==> src/logic/drnb_pkg.sv <==
// constants, register map and state type of the dma channel pair
package drnb_pkg;
  // ---------------------------------------------------------------
  // register map (byte addresses, channel b adds CH_STRIDE)
  // ---------------------------------------------------------------
  localparam logic [7:0] OFS_ADDR = 8'h00;
  localparam logic [7:0] OFS_IOLOW = 8'h04;
  localparam logic [7:0] OFS_COUNT = 8'h08;
  localparam logic [7:0] OFS_CTRL = 8'h0c;
  localparam logic [7:0] CH_STRIDE = 8'h10;
  localparam logic [7:0] OFS_STATUS = 8'h20;
  // ---------------------------------------------------------------
  // reset values
  // ---------------------------------------------------------------
  localparam logic [23:0] ADDR_RST = 24'h000000;
  localparam logic [7:0] IOLOW_RST = 8'h00;
  localparam logic [15:0] COUNT_RST = 16'h0000;
  localparam logic [11:0] CTRL_RST = 12'h000;
  // ---------------------------------------------------------------
  // channel_control_register fields
  // ---------------------------------------------------------------
  localparam int CTRL_W = 12;
  localparam int B_EN = 0;
  localparam int B_IE = 1;
  localparam int B_SIZE = 2;
  localparam int B_DIR = 3;
  localparam int B_HOLD = 4;
  localparam int B_BURST = 5;
  localparam int B_AREA_SRC = 6;
  localparam int F_SEL_LO = 7;
  localparam int F_MODE_LO = 10;
  // ---------------------------------------------------------------
  // modes, trigger selects and legal trigger masks
  // ---------------------------------------------------------------
  localparam logic [1:0] MODE_REPEAT = 2'h0;
  localparam logic [1:0] MODE_NORMAL = 2'h1;
  localparam logic [1:0] MODE_BLOCK = 2'h2;
  localparam logic [2:0] SEL_TX_EMPTY = 3'h4;
  localparam logic [2:0] SEL_RX_FULL = 3'h5;
  localparam logic [2:0] SEL_DREQ = 3'h6;
  localparam logic [2:0] SEL_AUTO = 3'h7;
  localparam logic [7:0] LEGAL_REPEAT = 8'h7f;
  localparam logic [7:0] LEGAL_NORMAL = 8'hc0;
  localparam logic [7:0] LEGAL_BLOCK = 8'h4f;
  localparam logic [15:0] IO_HIGH = 16'hffff;
  typedef enum logic [1:0] {ENG_IDLE, ENG_READ, ENG_WRITE, ENG_NEXT}
    drnb_eng_e;
endpackage
==> src/logic/drnb_dmac.sv <==
// dma channel pair: repeat, normal and block transfer modes
//
// The register offsets and the APB slave port were chosen for this implementation.
`timescale 1ns/1ns
// Functional notes
// repeat mode chosen per channel independently; here the mode field of channel a sets it for both channels
// repeat: unit per request, wrap restores, continues
// receive-full trigger reads peripheral, others write it
// working counter decrements, reloads from initial count
// wrap restores pointer by signed size times count
// software loads both repeat counters equal
// repeat: no interrupt, pause and resume on enable
// peripheral address is ones above eight-bit register
// repeat count maximum 255 with all ones
// repeat triggers: timers, serial, external request
// normal: pair gives source, destination, own stepping
// normal: count to zero clears enable, interrupts
// normal count zero means 65536 transfers
// normal: external or auto request only
// cycle steal releases bus, burst holds it
// block: whole block per request, uninterrupted
// block end: reload size, restore area, count block
// block: wait per block, finish clears enable, interrupts
// area select: zero destination, one source
// software loads block size 1-255, count 1-65536
// block triggers: timers and external request only
// direction 0 up 1 down, size 0 byte 1 word
module drnb_dmac
#(
  parameter int ADDR_W = 24,
  parameter int CNT_W = 16
)
(
  input wire logic clk_sys,
  input wire logic nrst,
  input wire logic psel,
  input wire logic penable,
  input wire logic pwrite,
  input wire logic [31:0] paddr,
  input wire logic [31:0] pwdata,
  output logic [31:0] prdata,
  output logic pready,
  output logic pslverr,
  input wire logic [3:0] timerMatch,
  input wire logic serTxEmpty,
  input wire logic serRxFull,
  input wire logic dreq_n,
  input wire logic busGrant,
  input wire logic busAck,
  input wire logic busHold,
  input wire logic [15:0] busRdata,
  output logic busReq,
  output logic busStb,
  output logic busWrite,
  output logic busSize,
  output logic [23:0] busAddr,
  output logic [15:0] busWdata,
  output logic cpuIrq
);
  // -----------------------------------------------------------------
  // register file
  // -----------------------------------------------------------------
  logic [ADDR_W-1:0] addr [2];
  logic [7:0] ioLow [2];
  logic [CNT_W-1:0] cnt [2];
  logic [drnb_pkg::CTRL_W-1:0] ctrl [2];
  logic [23:0] next_addr [2];
  logic [15:0] next_cnt [2];
  logic next_en [2];
  logic next_irq;
  logic next_keep;
  logic [1:0] pend;
  logic [2:0] dq;
  logic cur;
  logic keep;
  drnb_pkg::drnb_eng_e state;

  // -----------------------------------------------------------------
  // parameter check
  // -----------------------------------------------------------------
  // stepping, restore and the hi/lo counter split assume these widths
  generate
    if (ADDR_W != 24 || CNT_W != 16)
    begin
      $error("drnb_dmac serves only 24-bit addresses and 16-bit counts");
    end
  endgenerate

  wire [1:0] mode = ctrl[0][drnb_pkg::F_MODE_LO +: 2];
  wire pairMode = (mode != drnb_pkg::MODE_REPEAT);
  // -----------------------------------------------------------------
  // apb decode, one wait state
  // -----------------------------------------------------------------
  wire access = psel & penable & ~pready;
  wire [7:0] off = paddr[7:0];
  wire regCh = off[4];
  wire [7:0] regOff = off & 8'h0c;
  wire isStatus = (off == drnb_pkg::OFS_STATUS);
  wire mapped = (paddr[31:8] == 24'h000000) & (paddr[1:0] == 2'h0)
    & ((off[7:5] == 3'h0) | isStatus);
  // a write lands at the edge that sees pready, when the master commits
  wire swWr = psel & penable & pready & pwrite & mapped & ~isStatus;
  logic [31:0] rdMux;
  always_comb
  begin
    rdMux = 32'h00000000;
    if (isStatus)
      rdMux = {28'h0000000, (state != drnb_pkg::ENG_IDLE), cur, pend};
    else if (regOff == drnb_pkg::OFS_ADDR)
      rdMux = {8'h00, addr[regCh]};
    else if (regOff == drnb_pkg::OFS_IOLOW)
      rdMux = {24'h000000, ioLow[regCh]};
    else if (regOff == drnb_pkg::OFS_COUNT)
      rdMux = {16'h0000, cnt[regCh]};
    else
      rdMux = {20'h00000, ctrl[regCh]};
  end

  always_ff @(posedge clk_sys or negedge nrst)
  begin
    if (!nrst)
    begin
      pready <= 1'b0;
      pslverr <= 1'b0;
      prdata <= 32'h00000000;
    end
    else
    begin
      pready <= access;
      pslverr <= access & ~mapped;
      prdata <= (access & ~pwrite & mapped) ? rdMux : 32'h00000000;
    end
  end
  // -----------------------------------------------------------------
  // triggers
  // -----------------------------------------------------------------
  // two flops against metastability, the third only for the edge
  always_ff @(posedge clk_sys or negedge nrst)
  begin
    if (!nrst)
      dq <= 3'h7;
    else
      dq <= {dq[1:0], dreq_n};
  end
  wire dreqFall = dq[2] & ~dq[1];
  wire [7:0] ev = {1'b1, dreqFall, serRxFull, serTxEmpty, timerMatch};
  wire [2:0] sel0 = ctrl[0][drnb_pkg::F_SEL_LO +: 3];
  wire [2:0] sel1 = ctrl[1][drnb_pkg::F_SEL_LO +: 3];
  wire [7:0] legal0 = (mode == drnb_pkg::MODE_NORMAL) ? drnb_pkg::LEGAL_NORMAL
    : (mode == drnb_pkg::MODE_BLOCK) ? drnb_pkg::LEGAL_BLOCK
    : (mode == drnb_pkg::MODE_REPEAT) ? drnb_pkg::LEGAL_REPEAT
    : 8'h00;
  wire [7:0] legal1 = pairMode ? 8'h00 : drnb_pkg::LEGAL_REPEAT;
  wire en0 = ctrl[0][drnb_pkg::B_EN];
  wire en1 = ctrl[1][drnb_pkg::B_EN];
  wire [1:0] trig = {en1 & ev[sel1] & legal1[sel1],
    en0 & ev[sel0] & legal0[sel0]};
  // -----------------------------------------------------------------
  // channel pick and transfer addresses
  // -----------------------------------------------------------------
  wire go0 = pend[0] & en0;
  wire go1 = pend[1] & en1 & ~pairMode;
  wire start = (state == drnb_pkg::ENG_IDLE) & (go0 | go1);
  wire selc = (state == drnb_pkg::ENG_IDLE) ? ~go0 : cur;
  wire uc = pairMode ? 1'b0 : selc;
  wire [2:0] selU = uc ? sel1 : sel0;
  wire rx = (selU == drnb_pkg::SEL_RX_FULL);
  wire [23:0] ioAddr = {drnb_pkg::IO_HIGH, ioLow[uc]};
  wire [23:0] srcAddr = pairMode ? addr[0]
    : (rx ? ioAddr : addr[uc]);
  wire [23:0] dstAddr = pairMode ? addr[1] : (rx ? addr[uc] : ioAddr);
  wire usz = ctrl[uc][drnb_pkg::B_SIZE];
  wire [23:0] step = usz ? 24'h000002 : 24'h000001;
  wire [7:0] hi = cnt[uc][15:8];
  wire [7:0] lo = cnt[uc][7:0];
  wire [7:0] hiDec = hi - 8'h01;
  wire [23:0] delta = usz ? {15'h0000, lo, 1'b0} : {16'h0000, lo};

  function automatic logic [23:0] stepF(input logic [23:0] a,
    input logic dn, input logic hold, input logic [23:0] s);
    stepF = hold ? a : (dn ? a - s : a + s);
  endfunction

  // memory side moves back by the signed table length
  function automatic logic [23:0] restF(input logic [23:0] a,
    input logic dn, input logic hold, input logic [23:0] d);
    restF = hold ? a : (dn ? a + d : a - d);
  endfunction

  logic [23:0] aStep [2];
  always_comb
  begin
    for (int i = 0; i < 2; i++)
      aStep[i] = stepF(addr[i], ctrl[i][drnb_pkg::B_DIR],
        pairMode & ctrl[i][drnb_pkg::B_HOLD], step);
  end
  // -----------------------------------------------------------------
  // end-of-unit update
  // -----------------------------------------------------------------
  // counters and pointers move only once the write side is acknowledged
  wire unitDone = (state == drnb_pkg::ENG_WRITE) & busAck;
  wire areaSide = ~ctrl[1][drnb_pkg::B_AREA_SRC];
  wire [15:0] cnt0Dec = cnt[0] - 16'h0001;
  wire [15:0] cnt1Dec = cnt[1] - 16'h0001;
  always_comb
  begin
    next_addr[0] = addr[0];
    next_addr[1] = addr[1];
    next_cnt[0] = cnt[0];
    next_cnt[1] = cnt[1];
    next_en[0] = en0;
    next_en[1] = en1;
    next_irq = 1'b0;
    next_keep = 1'b0;
    case (mode)
      drnb_pkg::MODE_NORMAL:
      begin
        next_addr[0] = aStep[0];
        next_addr[1] = aStep[1];
        next_cnt[0] = cnt0Dec;
        if (cnt0Dec == 16'h0000)
        begin
          next_en[0] = 1'b0;
          next_irq = ctrl[0][drnb_pkg::B_IE];
        end
        else
          next_keep = ctrl[0][drnb_pkg::B_BURST]
            & (sel0 == drnb_pkg::SEL_AUTO) & ~busHold;
      end
      drnb_pkg::MODE_BLOCK:
      begin
        next_addr[0] = aStep[0];
        next_addr[1] = aStep[1];
        next_cnt[0][15:8] = hiDec;
        next_keep = 1'b1;
        if (hiDec == 8'h00)
        begin
          next_keep = 1'b0;
          next_cnt[0][15:8] = lo;
          next_addr[areaSide] = restF(aStep[areaSide],
            ctrl[areaSide][drnb_pkg::B_DIR],
            ctrl[areaSide][drnb_pkg::B_HOLD], delta);
          next_cnt[1] = cnt1Dec;
          if (cnt1Dec == 16'h0000)
          begin
            next_en[0] = 1'b0;
            next_irq = ctrl[0][drnb_pkg::B_IE];
          end
        end
      end
      default:
      begin
        // repeat: never interrupts, enable left alone
        next_addr[uc] = (hiDec == 8'h00)
          ? restF(aStep[uc], ctrl[uc][drnb_pkg::B_DIR], 1'b0, delta)
          : aStep[uc];
        next_cnt[uc][15:8] = (hiDec == 8'h00) ? lo : hiDec;
      end
    endcase
  end

  always_ff @(posedge clk_sys or negedge nrst)
  begin
    if (!nrst)
    begin
      for (int i = 0; i < 2; i++)
      begin
        addr[i] <= drnb_pkg::ADDR_RST;
        ioLow[i] <= drnb_pkg::IOLOW_RST;
        cnt[i] <= drnb_pkg::COUNT_RST;
        ctrl[i] <= drnb_pkg::CTRL_RST;
      end
    end
    else
    begin
      if (unitDone)
      begin
        for (int i = 0; i < 2; i++)
        begin
          addr[i] <= next_addr[i];
          cnt[i] <= next_cnt[i];
          ctrl[i][drnb_pkg::B_EN] <= next_en[i];
        end
      end
      // software write last, so it wins over the hardware update
      if (swWr)
      begin
        if (regOff == drnb_pkg::OFS_ADDR)
          addr[regCh] <= pwdata[23:0];
        else if (regOff == drnb_pkg::OFS_IOLOW)
          ioLow[regCh] <= pwdata[7:0];
        else if (regOff == drnb_pkg::OFS_COUNT)
          cnt[regCh] <= pwdata[15:0];
        else
          ctrl[regCh] <= pwdata[drnb_pkg::CTRL_W-1:0];
      end
    end
  end
  // -----------------------------------------------------------------
  // transfer engine
  // -----------------------------------------------------------------
  // a request arriving while its flag is taken still sets it
  wire [1:0] clrPend = start ? (selc ? 2'h2 : 2'h1) : 2'h0;
  wire stillOn = pairMode ? en0 : (cur ? en1 : en0);

  always_ff @(posedge clk_sys or negedge nrst)
  begin
    if (!nrst)
      pend <= 2'h0;
    else
      pend <= trig | (pend & ~clrPend & {en1, en0});
  end

  always_ff @(posedge clk_sys or negedge nrst)
  begin
    if (!nrst)
    begin
      state <= drnb_pkg::ENG_IDLE;
      cur <= 1'b0;
      keep <= 1'b0;
      busReq <= 1'b0;
      busStb <= 1'b0;
      busWrite <= 1'b0;
      busSize <= 1'b0;
      busAddr <= 24'h000000;
      busWdata <= 16'h0000;
      cpuIrq <= 1'b0;
    end
    else
    begin
      cpuIrq <= unitDone & next_irq;
      case (state)
        drnb_pkg::ENG_IDLE:
          if (start)
          begin
            cur <= selc;
            busReq <= 1'b1;
            busStb <= 1'b1;
            busWrite <= 1'b0;
            busSize <= usz;
            busAddr <= srcAddr;
            state <= drnb_pkg::ENG_READ;
          end
        drnb_pkg::ENG_READ:
          if (busAck & busGrant)
          begin
            busWrite <= 1'b1;
            busAddr <= dstAddr;
            busWdata <= busRdata;
            state <= drnb_pkg::ENG_WRITE;
          end
        drnb_pkg::ENG_WRITE:
          if (busAck & busGrant)
          begin
            busStb <= 1'b0;
            busReq <= next_keep;
            keep <= next_keep;
            state <= drnb_pkg::ENG_NEXT;
          end
        drnb_pkg::ENG_NEXT:
          // registers have settled; continue the burst or let go
          if (keep & stillOn)
          begin
            busStb <= 1'b1;
            busWrite <= 1'b0;
            busAddr <= srcAddr;
            state <= drnb_pkg::ENG_READ;
          end
          else
          begin
            busReq <= 1'b0;
            state <= drnb_pkg::ENG_IDLE;
          end
        default:
          state <= drnb_pkg::ENG_IDLE;
      endcase
    end
  end
endmodule

==> config.mk <==
export PLATFORM = sky130hd
export DESIGN_NAME = drnb_dmac
export DESIGN_NICKNAME = d
export VERILOG_FILES = /design/src/logic/drnb_pkg.sv /design/src/logic/drnb_dmac.sv
export SDC_FILE = /design/constraint.sdc
export NUM_CORES = 1
export LEC_CHECK = 0
export BUFFER_PORTS_ARGS = -buffer_cell sky130_fd_sc_hd__buf_2
export CAP_MARGIN = 30
export CORE_MARGIN = 2
export CORE_UTILIZATION = 32
export DETAILED_ROUTE_END_ITERATION = 10
export PLACE_DENSITY = 0.55
export SYNTH_ARGS = -nofsm -noshare
export SYNTH_HDL_FRONTEND = slang
export SYNTH_SLANG_ARGS = --single-unit
==> constraint.sdc <==
create_clock -name clk_sys -period 13.7 [get_ports clk_sys]
set_input_delay 2.055 -clock clk_sys [delete_from_list [all_inputs] [get_ports clk_sys]]
set_output_delay 2.055 -clock clk_sys [all_outputs]
set_load 0.005 [all_outputs]
After elaboration in Yosys (flattened, before gate mapping)
Index checks and enable logic that the tools add are counted.
W data, S select, Z words.

word-level totals
  bits in registers = 208
  word-level logic and storage cells = 275
  output and inout bits = 79
  input port bits = 95

cells by class
  eq/ne operators = 15
  $add $sub $neg = 11
  reductions and logical operators = 25
  magnitude comparators = 8
  bitwise operators = 49
  multiplexer cells = 143

operators with widths
  cell                     number
  $mux W24                 30
  $mux W32                 9
  $mux W48                 4
  $mux W16                 10
  $bwmux W48               3
  $pmux W48 S2             1
  $demux W24 S1            3
  $mux W8                  9
  $pmux W24 S3             1
  $bwmux W32               2
  $mux W13                 4
  $add A24 B2 Y24          2
  $add A24 B9 Y24          2
  $mux W12                 4
  $sub A24 B2 Y24          2
  $sub A24 B9 Y24          2
  $demux W16 S1            2
  $logic_not A16 Y1        2
  $pmux W16 S2             1
  $pmux W8 S2              2
  $sub A16 B1 Y16 const B  2
  $and A1 B1 Y1            28
  $mux W1                  26
  $bwmux W24               1
  other kinds (39)         99

Longest topological paths before layout
Gate-level depths: netlist of run 1.

  depth in word-level cells = 25
  mapped depth = 38
  mapped depth without buffers = 33

Worst setup path after synthesis of run 1
No wires, ideal clock.

  kind = reg2reg
  start point = reg state[0]
  end point = reg addr[23] in the netlist's numbering
  buffers on the path = 4
  library setup time = 137 ps
  stages on the path, launching flop included = 36
  data required time = 13,563 ps
  setup slack = 7,178 ps
  data arrival time = 6,384 ps
  period minus slack after synthesis = 6,522 ps
  cells stage by stage = dfrtp_1 inv_1 ha_1 buf_4 and3_1 buf_4 or2_1 buf_6 nand2_1 nand2_1 inv_1 clkbuf_1 ha_1 fa_1 nor2b_1 o21a_1 o21ai_0 a31oi_1 or2_2 a31oi_1 xnor2_1 mux2_2 nor2_1 a21oi_1 ha_1 o21a_1 o211a_1 a211oi_1 nor2b_1 a41oi_1 a31oi_1 xnor2_1 nor2_2 xnor2_1 a221oi_1 a21oi_1

between the ends
  longest elaborated chain between the ends = 24
  elaborated cells on any way between the ends = 51
  classes of those cells = add/sub: 9; order compare: 2; eq/ne: 1; mux: 34; bitwise: 2; reduce/logical: 3

RTL lines
  item                                                       RTL line          source
  from (decl)                                                drnb_dmac.sv:76   drnb_pkg::drnb_eng_e state;
  from (signal assigned)                                     drnb_dmac.sv:318  state <= drnb_pkg::ENG_IDLE;
  from (signal assigned)                                     drnb_dmac.sv:342  state <= drnb_pkg::ENG_READ;
  from (signal assigned)                                     drnb_dmac.sv:350  state <= drnb_pkg::ENG_WRITE;
  $logic_not A2 Y1                                           drnb_dmac.sv:164  wire selc = (state == drnb_pkg::ENG_IDLE) ? ~go0 : cur;
  $mux W1                                                    drnb_dmac.sv:164
  $mux W1                                                    drnb_dmac.sv:165  wire uc = pairMode ? 1'b0 : selc;
  $not A1 Y2                                                 -
  $mux W4 (implied by the code) (3 in series)                drnb_dmac.sv:255  ? restF(aStep[uc], ctrl[uc][drnb_pkg::B_DIR], 1'b0, delta)
  $mux W2                                                    drnb_dmac.sv:173  wire [23:0] step = usz ? 24'h000002 : 24'h000001;
  $add A24 B2 Y24 / $sub A24 B2 Y24 (equally long branches)  drnb_dmac.sv:181  stepF = hold ? a : (dn ? a - s : a + s);
  $mux W24 (2 in series)                                     drnb_dmac.sv:181
  (+4 left out)                                              -
  $mux W24 (2 in series)                                     drnb_dmac.sv:187  restF = hold ? a : (dn ? a + d : a - d);
  $bwmux W48                                                 drnb_dmac.sv:240  next_addr[areaSide] = restF(aStep[areaSide],
  $mux W48                                                   drnb_dmac.sv:236  if (hiDec == 8'h00)
  $pmux W48 S2                                               drnb_dmac.sv:215  case (mode)
  $mux W48 *                                                 drnb_dmac.sv:276  if (unitDone)
  $bwmux W48                                                 drnb_dmac.sv:289  addr[regCh] <= pwdata[23:0];
  $mux W48                                                   drnb_dmac.sv:288  if (regOff == drnb_pkg::OFS_ADDR)
  $mux W48 *                                                 drnb_dmac.sv:286  if (swWr)
  to (signal, indexed assignment)                            drnb_dmac.sv:268  addr[i] <= drnb_pkg::ADDR_RST;
  to (signal, indexed assignment)                            drnb_dmac.sv:280  addr[i] <= next_addr[i];
  to (signal, indexed assignment)                            drnb_dmac.sv:289
  to (decl)                                                  drnb_dmac.sv:63   logic [ADDR_W-1:0] addr [2];

Every way passes the cells marked *; elsewhere a longest branch is shown, timed or not. The select of a mux whose other input is x is not followed.
A chain may end at the register's enable or synchronous reset.

Final worst setup path of run 1
  start point = reg ctrl[22] in the netlist's numbering
  end point = reg addr[23] in the netlist's numbering

between the ends
  longest elaborated chain between the ends = 23
  elaborated cells on any way between the ends = 52
  classes of those cells = add/sub: 9; order compare: 2; eq/ne: 2; mux: 33; bitwise: 3; reduce/logical: 3

RTL lines
  item                                                       RTL line          source
  from (decl)                                                drnb_dmac.sv:66   logic [drnb_pkg::CTRL_W-1:0] ctrl [2];
  from (signal, indexed assignment)                          drnb_dmac.sv:271  ctrl[i] <= drnb_pkg::CTRL_RST;
  from (signal, indexed assignment)                          drnb_dmac.sv:282  ctrl[i][drnb_pkg::B_EN] <= next_en[i];
  from (signal, indexed assignment)                          drnb_dmac.sv:295  ctrl[regCh] <= pwdata[drnb_pkg::CTRL_W-1:0];
  $reduce_bool A2 Y1                                         drnb_dmac.sv:90   wire pairMode = (mode != drnb_pkg::MODE_REPEAT);
  $mux W1                                                    drnb_dmac.sv:165
  $not A1 Y2                                                 -
  $mux W4 (implied by the code) (3 in series)                drnb_dmac.sv:255
  $mux W2                                                    drnb_dmac.sv:173
  $add A24 B2 Y24 / $sub A24 B2 Y24 (equally long branches)  drnb_dmac.sv:181
  $mux W24 (2 in series)                                     drnb_dmac.sv:181
  $mux W24 (implied by the code) (3 in series)               drnb_dmac.sv:240
  $sub A24 B9 Y24 / $add A24 B9 Y24 (equally long branches)  drnb_dmac.sv:187
  $mux W24 (2 in series)                                     drnb_dmac.sv:187
  $bwmux W48                                                 drnb_dmac.sv:240
  $mux W48                                                   drnb_dmac.sv:236
  $pmux W48 S2 *                                             drnb_dmac.sv:215
  $mux W48 *                                                 drnb_dmac.sv:276
  $bwmux W48                                                 drnb_dmac.sv:289
  $mux W48                                                   drnb_dmac.sv:288
  $mux W48 *                                                 drnb_dmac.sv:286

Marked as above.

==> results_dict.tcl, run 1 <==
set metrics [dict create \
    status "completed" \
    crit_path_end_kind "flip-flop" \
    arrival_ps 8670 \
    criticalPathCategory "reg -> reg" \
    setup_violations 0 \
    nFillCells 6200 \
    synth_top_area_share_pct 25.2 \
    via_count 20300 \
    io_buffers 157 \
    min_period_ps 8330 \
    ys_ff_latch 200 \
    cts.sinks 200 \
    insertion_delay_ps 490 \
    synthArstFlopShare_pct 100 \
    top_layer_used "met5" \
    drc 0 \
    cpMaxStageDelayCell "o21ai_0" \
    routed_wl_mm 78.2 \
    hpwl_mm 59.2 \
    tightestPinTransition_ps 992 \
    hold_slack_ps 368 \
    finalHoldViolations 0 \
    synth_edf_count 0 \
    syn_area_sq_um 19600 \
    layout-drive-gt1-share_pct 14.5 \
    wl_per_cell_um 23.5 \
    wl_met2_mm 34.6 \
    final_antenna_net_count 0 \
    min_period_over_period_pct 60.8 \
    synth_cell_type_count 86 \
    critPathRequiredTime_ps 14040 \
    post-synth-top-area-cell "dfrtp_1" \
    diodes 0 \
    grt_max_degree 77 \
    max_slew_margin_pct 33.2 \
    fmax_mhz 120 \
    grt.overflow.total 0 \
    gp_congestion 0.966 \
    power_mw 1.18 \
    synth_top_cells_by_count "282 x nor2_1, 248 x nand2_1, 246 x a21oi_1" \
    die_area_sq_um 63100 \
    first_pass_iters 6 \
    rows 90 \
    first_global_vias 19000 \
    grt_pass1_wl_mm 117 \
    synth-main-ff-cell "dfrtp_1" \
    crit_fanout 53 \
    power.density_nw_per_um2 54.8 \
    syn2layout_area_growth_pct 10.5 \
    fin_util_pct 35.8 \
    cts_setup_buffers 0 \
    max_cap_viol_count 0 \
    synth.area.top_cells "dfrtp_1 25%, ha_1 7.2%, a21oi_1 6.3%" \
    initial_core_util_pct 32.4 \
    cts-root-buf "clkbuf_16" \
    cts.clk_slew.worst_paths_ps 80 \
    cp_slowest_stage_delay_ps 560 \
    drt_iter0_markers 2480 \
    syn_area_per_cell_sq_um 7.86 \
    drv_slew 0 \
    cts_hold_buf 0 \
    met1Wirelength_mm 33.4 \
    core_area_sq_um 60400 \
    vdd_ir_drop_max_mv 0.0823 \
    cts_tree "done" \
    worstSetupStartpointType "flip-flop" \
    clk_path_buf_depth 2 \
    dr_wl_met3_mm 6.60 \
    register_area_sq_um 5010 \
    die_height_um 251 \
    antenna_found_initial 1 \
    h-tree-depth 4 \
    post_cts_resize_count 0 \
    yosys.cell_count.top_type "nor2_1" \
    yosysWarnings 0 \
    rsz0062_at_grt "no" \
    multi_input_comb_area_sq_um 13600 \
    timing.hold.worst.class "reg -> reg" \
    syn_inst 2489 \
    cts_buffers 17 \
    track_usage_pct 24.1 \
    vias_per_cell 6.09 \
    fin_setup_tns_ps 0 \
    p_leak_nw 9.92 \
    ioPinCount 174 \
    nets 2753 \
    seq_area_frac_synth_pct 25.6 \
    clock_skew_ps 18.6 \
    die_w_um 251 \
]
-- registers in the layout, summed over array words and instances (netlist names) --
| register | count |
|---|---|
| addr | 48 |
| busAddr | 24 |
| busReq | 1 |
| busSize | 1 |
| busStb | 1 |
| busWdata | 16 |
| busWrite | 1 |
| cnt | 32 |
| cpuIrq | 1 |
| ctrl | 24 |
| cur | 1 |
| dq | 3 |
| ioLow | 16 |
| keep | 1 |
| pend | 2 |
| prdata | 24 |
| pready | 1 |
| pslverr | 1 |
| state | 2 |
-- metal layers --
metal / global-route usage [%] / vias up
met2: 37.3 / 1077
li1: - / 9259
met4: 11.2 / 2
met3: 3.44 / 170
met5: 0 / -
met1: 33.0 / 9805
-- path summary, 6_finish.rpt --
path | start | endpoint | slack, ps | cells past startpoint
setup / recovery | ctrl[22]$_DFFE_PN0P_ | addr[23]$_DFF_PN0_ | 5370 | 32
hold / removal | dq[0]$_DFF_PN1_ | dq[1]$_DFF_PN1_ | 370 | 0
hold reg to reg | dq[0]$_DFF_PN1_ | dq[1]$_DFF_PN1_ | 370 | 0
max in group asynchronous | nrst | busAddr[16]$_DFFE_PN0P_ | 10040 | 3
setup reg to reg | ctrl[22]$_DFFE_PN0P_ | addr[23]$_DFF_PN0_ | 5370 | 32
min in group asynchronous | nrst | cnt[19]$_DFF_PN0_ | 1550 | 1
-- layout by cell type, fill, tap and decap left out, types with 13 or more instances in the layout --
master     count
nor2_1       281
nand2_1      248
a21oi_1      246
o21ai_0      210
dfrtp_1      196
buf_2        158
ha_1         110
mux2i_1      104
mux2_2        89
xnor2_1       64
inv_1         54
nor3_1        54
nand3_1       46
o21a_1        40
buf_4         38
a21o_1        37
a211oi_1      36
o211ai_1      35
a31oi_1       35
xor2_1        32
a221oi_1      32
nand2b_1      26
nor2b_1       22
o22ai_1       22
nor4_1        19
or3_1         19
nand4_1       19
clkbuf_16     17
o221ai_1      14
mux4_2        14
and3_1        13
-- critical path, delay by kind of cell (launching register included) --
| family | cells | cell delay, ps |
|---|---|---|
| AND/OR/NAND/NOR | 10 | 1560 |
| XOR/XNOR | 3 | 540 |
| AO/OA/AOI/OAI | 12 | 3570 |
| adder cells (fa/ha/maj) | 4 | 960 |
| buffers and inverters | 3 | 1070 |
| flip-flops | 1 | 440 |
-- report_power, final --
part / switching [mW] / internal, mW
clock: 0.274 / 0.246
combinational: 0.0447 / 0.0229
sequential: 0.00185 / 0.594
total: 0.321 / 0.863
-- final cells by class --
| cell class | count | share of cell area [%] |
|---|---|---|
| multi-input cells | 2068 | 63.2 |
| flip-flops and latches | 200 | 23.2 |
| repair buffers | 201 | 5.49 |
| well taps | 782 | 4.53 |
| clock buffers | 18 | 2.03 |
| inverters | 54 | 0.939 |
| clock inverters | 13 | 0.608 |
-- through the flow --
step	setup slack, ps	cells	cell area [sq um]
CTS	5530	3333	21600
floorplan	7180	2496	19600
global placement	5650	3298	20900
detailed placement	5560	3302	21000
finish	5370	3336	21600
global route	4820	3336	21600
-- logic make-up (layout without fill, tap and decap cells) --
family | Yosys count | after routing | share of synthesized area (%)
buffers and inverters | 228 | 286 | 4.79
flip-flops | 200 | 200 | 25.6
adder cells (fa/ha/maj) | 116 | 116 | 7.58
XOR/XNOR | 96 | 96 | 4.30
multiplexers | 207 | 207 | 12.1
other | 1 | 8 | 0.0192
AND/OR/NAND/NOR | 797 | 797 | 18.5
AO/OA/AOI/OAI | 844 | 844 | 27.1
Note: power is estimated with default switching activity, not from simulation.
==> inputs of run 2 (changes only) <==
--- a/config.mk
+++ b/config.mk
@@ -10,7 +10,7 @@
 export CORE_MARGIN = 2
 export CORE_UTILIZATION = 32
 export DETAILED_ROUTE_END_ITERATION = 10
-export PLACE_DENSITY = 0.55
+export PLACE_DENSITY = 0.57
 export SYNTH_ARGS = -nofsm -noshare
 export SYNTH_HDL_FRONTEND = slang
 export SYNTH_SLANG_ARGS = --single-unit
==> constraint.sdc (replaced) <==
create_clock -name clk_sys -period 7.25 [get_ports clk_sys]
set_input_delay 1.0875 -clock clk_sys [delete_from_list [all_inputs] [get_ports clk_sys]]
set_output_delay 1.0875 -clock clk_sys [all_outputs]
set_load 0.005 [all_outputs]
==> results_dict.tcl, run 2 (synthesized netlist as in run 1, its figures left out) <==
set metrics [dict create \
    power.density_nw_per_um2 104 \
    layout_commonest_cell "nor2_1" \
    final_cell_mix "281 x nor2_1, 248 x nand2_1, 244 x a21oi_1, 207 x o21ai_0, 196 x dfrtp_1" \
    vdd_ir_drop_max_mv 0.184 \
    min_period_ps 6810 \
    rows 90 \
    insertion_delay_ps 490 \
    gp_congestion 0.938 \
    reg2reg_from "state[1]$_DFFE_PN0P_" \
    initial_core_util_pct 32.4 \
    criticalPathCategory "reg -> reg" \
    critPathRequiredTime_ps 7620 \
    final_antenna_net_count 0 \
    register_area_sq_um 5010 \
    grt_max_degree 80 \
    cp_num_buf_inv 4 \
    syn2layout_area_growth_pct 12.1 \
    cts.clk_slew.worst_paths_ps 80 \
    via_count 20500 \
    max_cap_viol_count 0 \
    nFillCells 6155 \
    crit_fanout 5 \
    grt_pass1_wl_mm 120 \
    io_buffers 157 \
    first_global_vias 19400 \
    p_leak_nw 10.1 \
    tightestPinTransition_ps 1050 \
    largest_reg_flops 48 \
    arrival_ps 7180 \
    critical-path-top-delay-family "compound AO/OA/AOI/OAI gates" \
    multi_input_comb_area_sq_um 13700 \
    cts-root-buf "clkbuf_16" \
    drc 0 \
    first_pass_iters 9 \
    cts_tree "done" \
    reg2reg_slack_ps 440 \
    cpMaxStageDelayCell "dfrtp_1" \
    grt.overflow.total 0 \
    hpwl_mm 60.1 \
    crit_path_end_kind "flip-flop" \
    critPathLaunch "state[1]$_DFFE_PN0P_" \
    clock_skew_ps 17.9 \
    layout-drive-gt1-share_pct 15.9 \
    finalHoldViolations 0 \
    setup_violations 0 \
    vias_per_cell 6.08 \
    endpoint "addr[23]$_DFF_PN0_" \
    rsz0062_at_grt "no" \
    nets 2791 \
    track_usage_pct 24.8 \
    clk_path_buf_depth 2 \
    top_regs "addr: 48 flops, cnt: 32 flops" \
    die_w_um 251 \
    timing.hold.worst.class "reg -> reg" \
    ioPinCount 174 \
    die_area_sq_um 63100 \
    die_height_um 251 \
    status "completed" \
    cts.sinks 200 \
    drv_slew 0 \
    fin_setup_tns_ps 0 \
    core_area_sq_um 60400 \
    cts_hold_buf 0 \
    r2r_cells 33 \
    path_depth 33 \
    wl_per_cell_um 23.8 \
    fmax_mhz 147 \
    cts_buffers 17 \
    cp_slowest_stage_delay_ps 430 \
    min_period_over_period_pct 94.0 \
    diodes 0 \
    drt_iter0_markers 2313 \
    max_slew_margin_pct 30.0 \
    routed_wl_mm 80.2 \
    top_register "addr" \
    antenna_found_initial 0 \
    worstSetupStartpointType "flip-flop" \
    hold_slack_ps 372 \
    h-tree-depth 4 \
    r2r_end "addr[23]$_DFF_PN0_" \
]
## run 2: changes by cell type in the layout (fill, tap and decap cells not counted), sizes merged
cell      delta
buf         +37
clkbuf       +2
bufinv       +1
clkinvlp     -1
## run 2: power breakdown
| group | total, mW | internal, mW | switching [mW] |
|---|---|---|---|
| combinational | 0.129 | 0.0436 | 0.0853 |
| clock | 1.02 | 0.493 | 0.528 |
| sequential | 1.13 | 1.12 | 0.00342 |
## run 2: worst register-to-register path: cells and delay by family (launching register included)
family / cells / cell delay, ps
AOI/OAI and AO/OA: 12 / 2330
xor gates and xnor gates: 3 / 650
adders and majority gates: 4 / 1010
buffers and inverters: 4 / 610
DFF: 1 / 430
muxes: 1 / 330
and+or+nand+nor: 9 / 1370
## run 2: worst min-delay path by stage
| stage | start | endpoint | slack [ps] | depth (start not counted) |
|---|---|---|---|---|
| after floorplan | dq[0]$_DFF_PN1_ | dq[1]$_DFF_PN1_ | 350 | 0 |
| after global routing | dq[0]$_DFF_PN1_ | dq[1]$_DFF_PN1_ | 370 | 0 |
| after detailed placement | dq[0]$_DFF_PN1_ | dq[1]$_DFF_PN1_ | 350 | 0 |
| final | dq[0]$_DFF_PN1_ | dq[1]$_DFF_PN1_ | 370 | 0 |
| after CTS | dq[0]$_DFF_PN1_ | dq[1]$_DFF_PN1_ | 370 | 0 |
| after global placement | dq[0]$_DFF_PN1_ | dq[1]$_DFF_PN1_ | 350 | 0 |
## run 2: per-stage QoR
step | total power [mW] | utilization (%) | setup WS [ps] | cell area (sq um) | instances
after floorplan | 1.19 | - | 728 | 19600 | 2496
after global placement | 1.27 | 35.1 | 410 | 21200 | 3338
after detailed placement | 1.28 | 35.2 | 365 | 21300 | 3341
after CTS | 2.28 | 36.2 | 317 | 21900 | 3373
after global routing | 2.34 | 36.3 | 8.88 | 21900 | 3375
final | 2.28 | 36.3 | 436 | 21900 | 3375
## run 2: repair_timing
action / 4_1_cts / 5_1_grt
setup endpoints to repair: 0 / 2
gates resized for setup: 0 / 10
setup buffers: 0 / 1
## run 2: area by class of cell
cell class	count	area share (%)
Tap cell	782	4.47
Clock buffer	19	1.98
Sequential cell	200	22.9
Timing Repair Buffer	239	6.65
Clock inverter	13	0.719
Multi-Input combinational cell	2068	62.4
Inverter	54	0.925
## run 2: layer usage
layer	vias up	wire [um]	track usage, %
met5	-	0	0
met4	0	4050	11.7
met3	186	6710	3.80
met2	1037	34700	37.9
met1	9954	34700	34.1
li1	9334	-	-
